### src/pkg/pcl_pkg.sv
// Shared constants and types for the programmable pad cell bank.
// Assumes a 32-bit APB slave with byte addresses and one pad per bit.
package pcl_pkg;

    // ------------------------------------------------------------
    // Sizes
    // ------------------------------------------------------------
    localparam int          PCL_NP       = 8;
    localparam int          PCL_AW       = 8;

    // ------------------------------------------------------------
    // Register byte offsets
    // ------------------------------------------------------------
    localparam logic [7:0]  OFF_CTRL     = 8'h00;
    localparam logic [7:0]  OFF_USED     = 8'h04;
    localparam logic [7:0]  OFF_OREG     = 8'h08;
    localparam logic [7:0]  OFF_IREG     = 8'h0C;
    localparam logic [7:0]  OFF_FRZ      = 8'h10;
    localparam logic [7:0]  OFF_PULL     = 8'h14;
    localparam logic [7:0]  OFF_PUSTR    = 8'h18;
    localparam logic [7:0]  OFF_LEDHC    = 8'h1C;
    localparam logic [7:0]  OFF_STAT     = 8'h20;
    localparam logic [7:0]  OFF_PINS     = 8'h24;

    // ------------------------------------------------------------
    // Field positions
    // ------------------------------------------------------------
    localparam int          CTRL_CFG_BIT = 0;
    localparam int          STAT_POR_BIT = 0;
    localparam int          STAT_USR_BIT = 1;
    localparam int          STAT_HLD_BIT = 2;

    // ------------------------------------------------------------
    // Types
    // ------------------------------------------------------------
    typedef enum logic [1:0] {
        PU_3K3  = 2'h0,
        PU_6K8  = 2'h1,
        PU_10K  = 2'h2,
        PU_100K = 2'h3
    } pcl_pu_e;

    typedef enum logic [2:0] {
        ST_POR  = 3'h1,
        ST_PRE  = 3'h2,
        ST_USER = 3'h4
    } pcl_st_e;

    typedef struct packed {
        logic [PCL_NP-1:0]   used;
        logic [PCL_NP-1:0]   oreg;
        logic [PCL_NP-1:0]   ireg;
        logic [PCL_NP-1:0]   frz_sel;
        logic [PCL_NP-1:0]   pull_en;
        logic [PCL_NP-1:0]   led_hc;
        logic [2*PCL_NP-1:0] pu_str;
    } pcl_cfg_s;

    // ------------------------------------------------------------
    // Reset values
    // ------------------------------------------------------------
    localparam logic [7:0]  RST_MASK     = 8'h00;
    localparam logic [15:0] RST_PUSTR    = 16'hFFFF;
    localparam pcl_cfg_s    PCL_CFG_RST  = '{RST_MASK, RST_MASK, RST_MASK, RST_MASK,
                                              RST_MASK, RST_MASK, RST_PUSTR};

endpackage

### src/hw/pcl_pad_bank.sv
// Bank of programmable pad cells with APB configuration registers.
// Assumes pins, the power-on-reset level and the two register clocks are
// asynchronous and are synchronised here; core signals share clk.
//
// Contract
// Each pad may route core output through an output register or directly.
// Asserted hold latches the input value and presents it instead of the pin.
// Before configuration every pad is high-impedance with weak pull-up on.
// User settings apply only after reset release and a finished configuration.
// Core logic is held inactive while power-on reset is asserted.
// After configuration unused pads have input blocked and pull-up off.
// Each pad has its own bus maintenance choice: weak pull-up or none.
// Pull-up strength is 3.3k, 6.8k, 10k or 100k; 100k by default.
// Without high-current drive an LED pin is an open-drain general I/O.
// Freeze acts on non-registered inputs only; bank-wide hold, per-pad select.
// Registered inputs freeze by holding their clock or clock enable low.
// A pad drives only while its output enable is asserted.
// The shared clock enable gates both input and output register captures.
//
// The APB slave port and the address map were decided locally.
`timescale 1ns/1ps
`default_nettype none

module pcl_pad_bank
#(
    parameter logic [pcl_pkg::PCL_NP-1:0] LED_MASK = 8'hE0
)
(
    input  wire logic                          clk,
    input  wire logic                          rst_n,
    input  wire logic                          psel,
    input  wire logic                          penable,
    input  wire logic                          pwrite,
    input  wire logic [pcl_pkg::PCL_AW-1:0]    paddr,
    input  wire logic [31:0]                   pwdata,
    output var  logic [31:0]                   prdata,
    output      logic                          pready,
    output      logic                          pslverr,
    input  wire logic                          por_pin,
    input  wire logic                          in_clk_pin,
    input  wire logic                          out_clk_pin,
    input  wire logic                          clock_en,
    input  wire logic                          hold_in,
    input  wire logic [pcl_pkg::PCL_NP-1:0]    core_dout,
    input  wire logic [pcl_pkg::PCL_NP-1:0]    core_oe,
    output var  logic [pcl_pkg::PCL_NP-1:0]    core_din,
    output var  logic                          core_run,
    input  wire logic [pcl_pkg::PCL_NP-1:0]    pad_in,
    output var  logic [pcl_pkg::PCL_NP-1:0]    pad_out,
    output var  logic [pcl_pkg::PCL_NP-1:0]    pad_oe,
    output var  logic [pcl_pkg::PCL_NP-1:0]    pad_pu_en,
    output var  logic [2*pcl_pkg::PCL_NP-1:0]  pad_pu_sel
);
    import pcl_pkg::*;

    // ------------------------------------------------------------
    // Reset release and input synchronisers
    // ------------------------------------------------------------
    logic [1:0]        rst_sync_r;
    logic              rst_ok_n;
    localparam int     SW = PCL_NP + 3;
    // Synchronisers leave reset showing power-on reset asserted, so the core
    // cannot start before the real level of the pin has been sampled
    localparam logic [SW-1:0] SYNC_RST = {3'h1, {PCL_NP{1'b0}}};
    logic [SW-1:0]     sync1_r;
    logic [SW-1:0]     sync2_r;
    logic              in_clk_d_r;
    logic              out_clk_d_r;
    wire  [PCL_NP-1:0] pin_s   = sync2_r[PCL_NP-1:0];
    wire               por_s   = sync2_r[PCL_NP];
    wire               in_clk_s  = sync2_r[PCL_NP+1];
    wire               out_clk_s = sync2_r[PCL_NP+2];
    wire               in_stb  = in_clk_s & ~in_clk_d_r;
    wire               out_stb = out_clk_s & ~out_clk_d_r;

    assign rst_ok_n = rst_sync_r[1];

    always_ff @(posedge clk or negedge rst_n)
    begin
        if (!rst_n)
            rst_sync_r <= 2'h0;
        else
            rst_sync_r <= {rst_sync_r[0], 1'b1};
    end

    always_ff @(posedge clk or negedge rst_ok_n)
    begin
        if (!rst_ok_n)
        begin
            sync1_r     <= SYNC_RST;
            sync2_r     <= SYNC_RST;
            in_clk_d_r  <= 1'b0;
            out_clk_d_r <= 1'b0;
        end
        else
        begin
            sync1_r     <= {out_clk_pin, in_clk_pin, por_pin, pad_in};
            sync2_r     <= sync1_r;
            in_clk_d_r  <= in_clk_s;
            out_clk_d_r <= out_clk_s;
        end
    end

    // ------------------------------------------------------------
    // Configuration state
    // ------------------------------------------------------------
    pcl_st_e  st_r;
    pcl_st_e  st_nxt;
    logic     cfg_done_r;
    pcl_cfg_s cfg_r;
    wire      st_user = (st_r == ST_USER);

    always_comb
    begin
        case (st_r)
            ST_POR:  st_nxt = por_s ? ST_POR : ST_PRE;
            ST_PRE:  st_nxt = por_s ? ST_POR : (cfg_done_r ? ST_USER : ST_PRE);
            ST_USER: st_nxt = por_s ? ST_POR : ST_USER;
            default: st_nxt = ST_POR;
        endcase
    end

    always_ff @(posedge clk or negedge rst_ok_n)
    begin
        if (!rst_ok_n)
        begin
            st_r     <= ST_POR;
            core_run <= 1'b0;
        end
        else
        begin
            st_r     <= st_nxt;
            core_run <= ~por_s;
        end
    end

    // ------------------------------------------------------------
    // APB register access
    // ------------------------------------------------------------
    wire wr_en  = psel & penable & pwrite;
    wire setup  = psel & ~penable;
    wire sel_ctrl  = (paddr == OFF_CTRL);
    wire sel_used  = (paddr == OFF_USED);
    wire sel_oreg  = (paddr == OFF_OREG);
    wire sel_ireg  = (paddr == OFF_IREG);
    wire sel_frz   = (paddr == OFF_FRZ);
    wire sel_pull  = (paddr == OFF_PULL);
    wire sel_pustr = (paddr == OFF_PUSTR);
    wire sel_ledhc = (paddr == OFF_LEDHC);
    wire sel_stat  = (paddr == OFF_STAT);
    wire sel_pins  = (paddr == OFF_PINS);
    wire hit = sel_ctrl | sel_used | sel_oreg | sel_ireg | sel_frz | sel_pull
             | sel_pustr | sel_ledhc | sel_stat | sel_pins;
    wire [7:0]  pw8  = pwdata[7:0];
    wire [2:0]  stat = {hold_in, st_user, por_s};
    wire [31:0] rd_val =
          sel_ctrl  ? {31'h0, cfg_done_r}
        : sel_used  ? {24'h0, cfg_r.used}
        : sel_oreg  ? {24'h0, cfg_r.oreg}
        : sel_ireg  ? {24'h0, cfg_r.ireg}
        : sel_frz   ? {24'h0, cfg_r.frz_sel}
        : sel_pull  ? {24'h0, cfg_r.pull_en}
        : sel_pustr ? {16'h0, cfg_r.pu_str}
        : sel_ledhc ? {24'h0, cfg_r.led_hc}
        : sel_stat  ? {29'h0, stat}
        : sel_pins  ? {24'h0, pin_s}
        : 32'h0;

    assign pready  = 1'b1;
    assign pslverr = psel & penable & ~hit;

    always_ff @(posedge clk or negedge rst_ok_n)
    begin
        if (!rst_ok_n)
        begin
            cfg_r      <= PCL_CFG_RST;
            cfg_done_r <= 1'b0;
            prdata     <= 32'h0;
        end
        else
        begin
            prdata <= setup ? rd_val : prdata;
            if (por_s)
                cfg_done_r <= 1'b0;
            else if (wr_en && sel_ctrl)
                cfg_done_r <= pwdata[CTRL_CFG_BIT];
            if (wr_en && sel_used)  cfg_r.used    <= pw8;
            if (wr_en && sel_oreg)  cfg_r.oreg    <= pw8;
            if (wr_en && sel_ireg)  cfg_r.ireg    <= pw8;
            if (wr_en && sel_frz)   cfg_r.frz_sel <= pw8;
            if (wr_en && sel_pull)  cfg_r.pull_en <= pw8;
            if (wr_en && sel_pustr) cfg_r.pu_str  <= pwdata[15:0];
            if (wr_en && sel_ledhc) cfg_r.led_hc  <= pw8;
        end
    end

    // ------------------------------------------------------------
    // Pad data path
    // ------------------------------------------------------------
    logic [PCL_NP-1:0]   in_q_r;
    logic [PCL_NP-1:0]   out_q_r;
    logic [PCL_NP-1:0]   frz_q_r;
    logic [PCL_NP-1:0]   frz_act;
    logic [PCL_NP-1:0]   od;
    logic [PCL_NP-1:0]   out_val;
    logic [PCL_NP-1:0]   din_nxt;
    logic [PCL_NP-1:0]   dout_nxt;
    logic [PCL_NP-1:0]   oe_nxt;
    logic [PCL_NP-1:0]   pu_en_nxt;
    logic [2*PCL_NP-1:0] pu_sel_nxt;

    genvar i;
    generate
        for (i = 0; i < PCL_NP; i++)
        begin : g_pad
            assign od[i]      = LED_MASK[i] & ~cfg_r.led_hc[i];
            assign out_val[i] = cfg_r.oreg[i] ? out_q_r[i] : core_dout[i];
            assign frz_act[i] = hold_in & cfg_r.frz_sel[i] & ~cfg_r.ireg[i];
            assign din_nxt[i] = ~(st_user & cfg_r.used[i]) ? 1'b0
                              : cfg_r.ireg[i] ? in_q_r[i]
                              : frz_act[i] ? frz_q_r[i] : pin_s[i];
            assign oe_nxt[i]  = st_user & cfg_r.used[i] & core_oe[i]
                              & ~(od[i] & out_val[i]);
            assign dout_nxt[i] = st_user & cfg_r.used[i] & ~od[i] & out_val[i];
            assign pu_en_nxt[i] = st_user ? (cfg_r.used[i] & cfg_r.pull_en[i])
                                : 1'b1;
            assign pu_sel_nxt[2*i+1:2*i] = st_user ? cfg_r.pu_str[2*i+1:2*i]
                                         : PU_100K;

        end
    endgenerate

    always_ff @(posedge clk or negedge rst_ok_n)
    begin
        if (!rst_ok_n)
        begin
            in_q_r     <= '0;
            out_q_r    <= '0;
            frz_q_r    <= '0;
            core_din   <= '0;
            pad_out    <= '0;
            pad_oe     <= '0;
            pad_pu_en  <= '1;
            pad_pu_sel <= RST_PUSTR;
        end
        else
        begin
            if (in_stb && clock_en)
                in_q_r <= pin_s;
            if (out_stb && clock_en)
                out_q_r <= core_dout;
            frz_q_r    <= (frz_q_r & frz_act) | (pin_s & ~frz_act);
            core_din   <= din_nxt;
            pad_out    <= dout_nxt;
            pad_oe     <= oe_nxt;
            pad_pu_en  <= pu_en_nxt;
            pad_pu_sel <= pu_sel_nxt;
        end
    end
endmodule

`default_nettype wire

### config.mk
export PLATFORM = sky130hd
export DESIGN_NAME = pcl_pad_bank
export DESIGN_NICKNAME = d
export VERILOG_FILES = /design/src/pkg/pcl_pkg.sv /design/src/hw/pcl_pad_bank.sv
export SDC_FILE = /design/constraint.sdc
export NUM_CORES = 1
export LEC_CHECK = 0
export BUFFER_PORTS_ARGS = -buffer_cell sky130_fd_sc_hd__buf_4
export CAP_MARGIN = 20
export CORE_UTILIZATION = 59
export DETAILED_ROUTE_END_ITERATION = 12
export PLACE_DENSITY = 0.89
export SKIP_LAST_GASP = 1
export SLEW_MARGIN = 40
export SYNTH_ARGS = -nofsm -noshare
export SYNTH_HDL_FRONTEND = slang
export SYNTH_SLANG_ARGS = --single-unit
export TNS_END_PERCENT = 20
### constraint.sdc
create_clock -name clk -period 13.8 [get_ports clk]
set_input_delay 4.14 -clock clk [delete_from_list [all_inputs] [get_ports clk]]
set_output_delay 4.14 -clock clk [all_outputs]
set_load 0.1 [all_outputs]
==> metrics.cfg <==
[outcome]
run_status = complete, no violations

[detailed_routing]
ant_nets = 0
wl_um = 18000
met2WireLength_um = 8640
route.met3.wl_um = 1090
met1_length_um = 7790
routed.top_layer = met4
wl_per_cell_um = 19.6
drc = 0
drt_iter0_drc = 386
firstDrtPassIters = 5
via_per_inst = 5.85
vias = 5359

[sta]
setup_ws_ps = 4480
setup_violations = 0
min_period_ps = 9320
slew_headroom_pct = 47.4
rsz0062_at_grt = no
tns_ps = 0
fin_skew_ps = 6.13
max_freq_mhz = 107
finalMaxSlewViolations = 0
worstMarginPinSlew_ps = 785
hold_slack_ps = 272
hold_viol = 0
post-route-period-util_pct = 67.5

[floorplanning]
fp.dieH_um = 116
fp-row-count = 41
start_util_pct = 60.8
core_um2 = 12700
pin_count = 157
dieArea_um2 = 13500
fp.dieW_um = 116

[placement]
gp_congestion = 0.902
place_ws_ps = 4540
portBuffers = 123
dpl.cell_count = 884
dpl.hpwl_um = 12500

[finish]
antenna_cells = 0
finalNonFillerCells = 916
num-nets-final = 805
fillers = 860
drive_gt1_share_pct = 42.1
synthToLayoutAreaGrowth_pct = 20.3
fin_util_pct = 73.1

[global_route]
grt_first_pass_wirelength_um = 27700
grt_max_degree = 85
grt_overflow = 0
antenna_found_initial = 0
gr-usage-all-layers_pct = 28.2
grt_pass1_vias = 5171

[critical_path]
cp.required_ps = 9660
crit_path_start_kind = primary input
critPathCaptureType = output pin
cp.arrival_ps = 5180
path_max_fanout = 28
crit_type = primary input to output pin

[power_and_ir_drop]
p_sw_mw = 0.286
p_clk_share_pct = 38.8
seqPwrFrac_pct = 50.9
powerDensity_nw_per_um2 = 122
peakVddDrop_mv = 0.0862
p_int_mw = 0.844
comb_power_share_pct = 10.2
power_leakage_nw = 4.20
switching_share_pct = 25.3

[synthesis]
synth-edff-count = 0
synthTopCellsByCount = 140 x dfrtp_1, 93 x mux2_2, 47 x nand2_1
synthCells = 609
ys_types = 51
syn_area_per_cell_um2 = 12.6
synthTopCellsByArea = dfrtp_1 45%, dfstp_2 15%, mux2_2 14%
synthFlopType = dfrtp_1
yosysWarnings = 0
synth_top_cell_area_share_pct = 45.5
synth_area_um2 = 7700
synth_largest_area_cell = dfrtp_1
synth.most_common_cell = dfrtp_1
async_reset_ff_share_pct = 100
synth-seq-area-share_pct = 60.2
ys_ff_latch = 183

[clocking]
clk_path_buf_depth = 2
numCtsBuffers = 17
hold_buffers = 0
clk_latency_ps = 430
clock_sinks = 183
cts_max_level = 4
postCtsSetupBuffers = 0
cts-root-buf = clkbuf_16
path_clk_slew_ps = 60
cts_tree = yes
ctsResizeCount = 0

[job]
drv_cap = 0

[min_path]
hp-class = register to async pin

## per-stage QoR
stage               area (µm²)  power (mW)
global placement          8710       0.694
detailed placement        8720       0.699
floorplan                 7760       0.665
CTS                       9250        1.14
global route              9260        1.17
finish                    9260        1.13
## layout make-up
class / count / area, µm² / share of cell area (%)
inverters: 6 / 22.5 / 0.243
clock inverters: 8 / 73.8 / 0.797
well taps: 172 / 215 / 2.32
repair buffers: 129 / 976 / 10.5
flip-flops and latches: 183 / 4640 / 50.1
clock buffers: 24 / 452 / 4.88
multi-input cells: 394 / 2890 / 31.2
## worst max-delay path, cell delays in order
cell     delay, ps
buf_4          290
o21ai_0        140
a31oi_1        260
buf_4          340
## per-layer routing
| layer | vias up | global-route usage (%) |
|---|---|---|
| met5 | - | 0 |
| li1 | 2377 | - |
| met4 | 0 | 12.9 |
| met2 | 241 | 43.4 |
| met3 | 39 | 6.18 |
| met1 | 2702 | 38.6 |
## flip-flops by register name (all words and copies together) (netlist names)
register and cells:
sync2_r 11, sync1_r 11, st_r 3, frz_q_r 8, pad_out 8, prdata 16
out_q_r 8, pad_oe 8, in_q_r 8, cfg_r 64, pad_pu_en 8, cfg_done_r 1
rst_sync_r 2, core_run 1, in_clk_d_r 1, out_clk_d_r 1, core_din 8, pad_pu_sel 16
## cells by family after synthesis
logic type | count (synthesis) | share of synthesized area (%)
other | 2 | 0.0975
muxes | 107 | 15.4
buffers and inverters | 48 | 3.44
DFF | 183 | 60.2
AOI/OAI and AO/OA | 96 | 8.27
and+or+nand+nor | 172 | 12.5
xor gates and xnor gates | 1 | 0.114
## final timing paths
check | endpoint | slack (ps) | cells past startpoint | start
setup / recovery | pslverr | 4480 | 4 | paddr[3]
hold / removal | frz_q_r[2] | 270 | 0 | rst_sync_r[1]
setup reg to reg | prdata[1] | 11640 | 6 | st_r[1]
hold reg to reg | frz_q_r[2] | 270 | 0 | rst_sync_r[1]
max in group asynchronous | rst_sync_r[1] | 10220 | 1 | rst_n
min in group clk | sync2_r[9] | 340 | 0 | sync1_r[9]
## placed cells by master, fill, tap and decap left out, types with 3 or more instances in the layout
cell type	instances
mux2_2	93
a32oi_1	3
clkbuf_1	7
inv_4	4
nor2b_1	11
a21oi_1	24
nor2_1	35
mux2i_1	14
a22oi_1	9
nand3b_1	11
a31oi_1	8
and3_1	10
o21ai_0	17
or2_2	4
o22ai_1	9
inv_1	6
buf_4	127
nand2b_1	16
nor3_1	13
o211ai_1	3
clkbuf_16	17
dfrtp_1	139
dfstp_2	43
nand3_1	3
nand2_1	47
nor3b_1	3
a22o_1	10
conb_1	18
## power by group through the flow
| stage | sequential [mW] | clock (mW) | combinational (mW) |
|---|---|---|---|
| after floorplan | 0.602 | 0 | 0.0631 |
| after global placement | 0.583 | 0 | 0.111 |
| after detailed placement | 0.585 | 0 | 0.115 |
| after CTS | 0.575 | 0.447 | 0.115 |
| after global routing | 0.578 | 0.467 | 0.123 |
| final | 0.576 | 0.439 | 0.116 |
(Power assumes the default switching activity.)
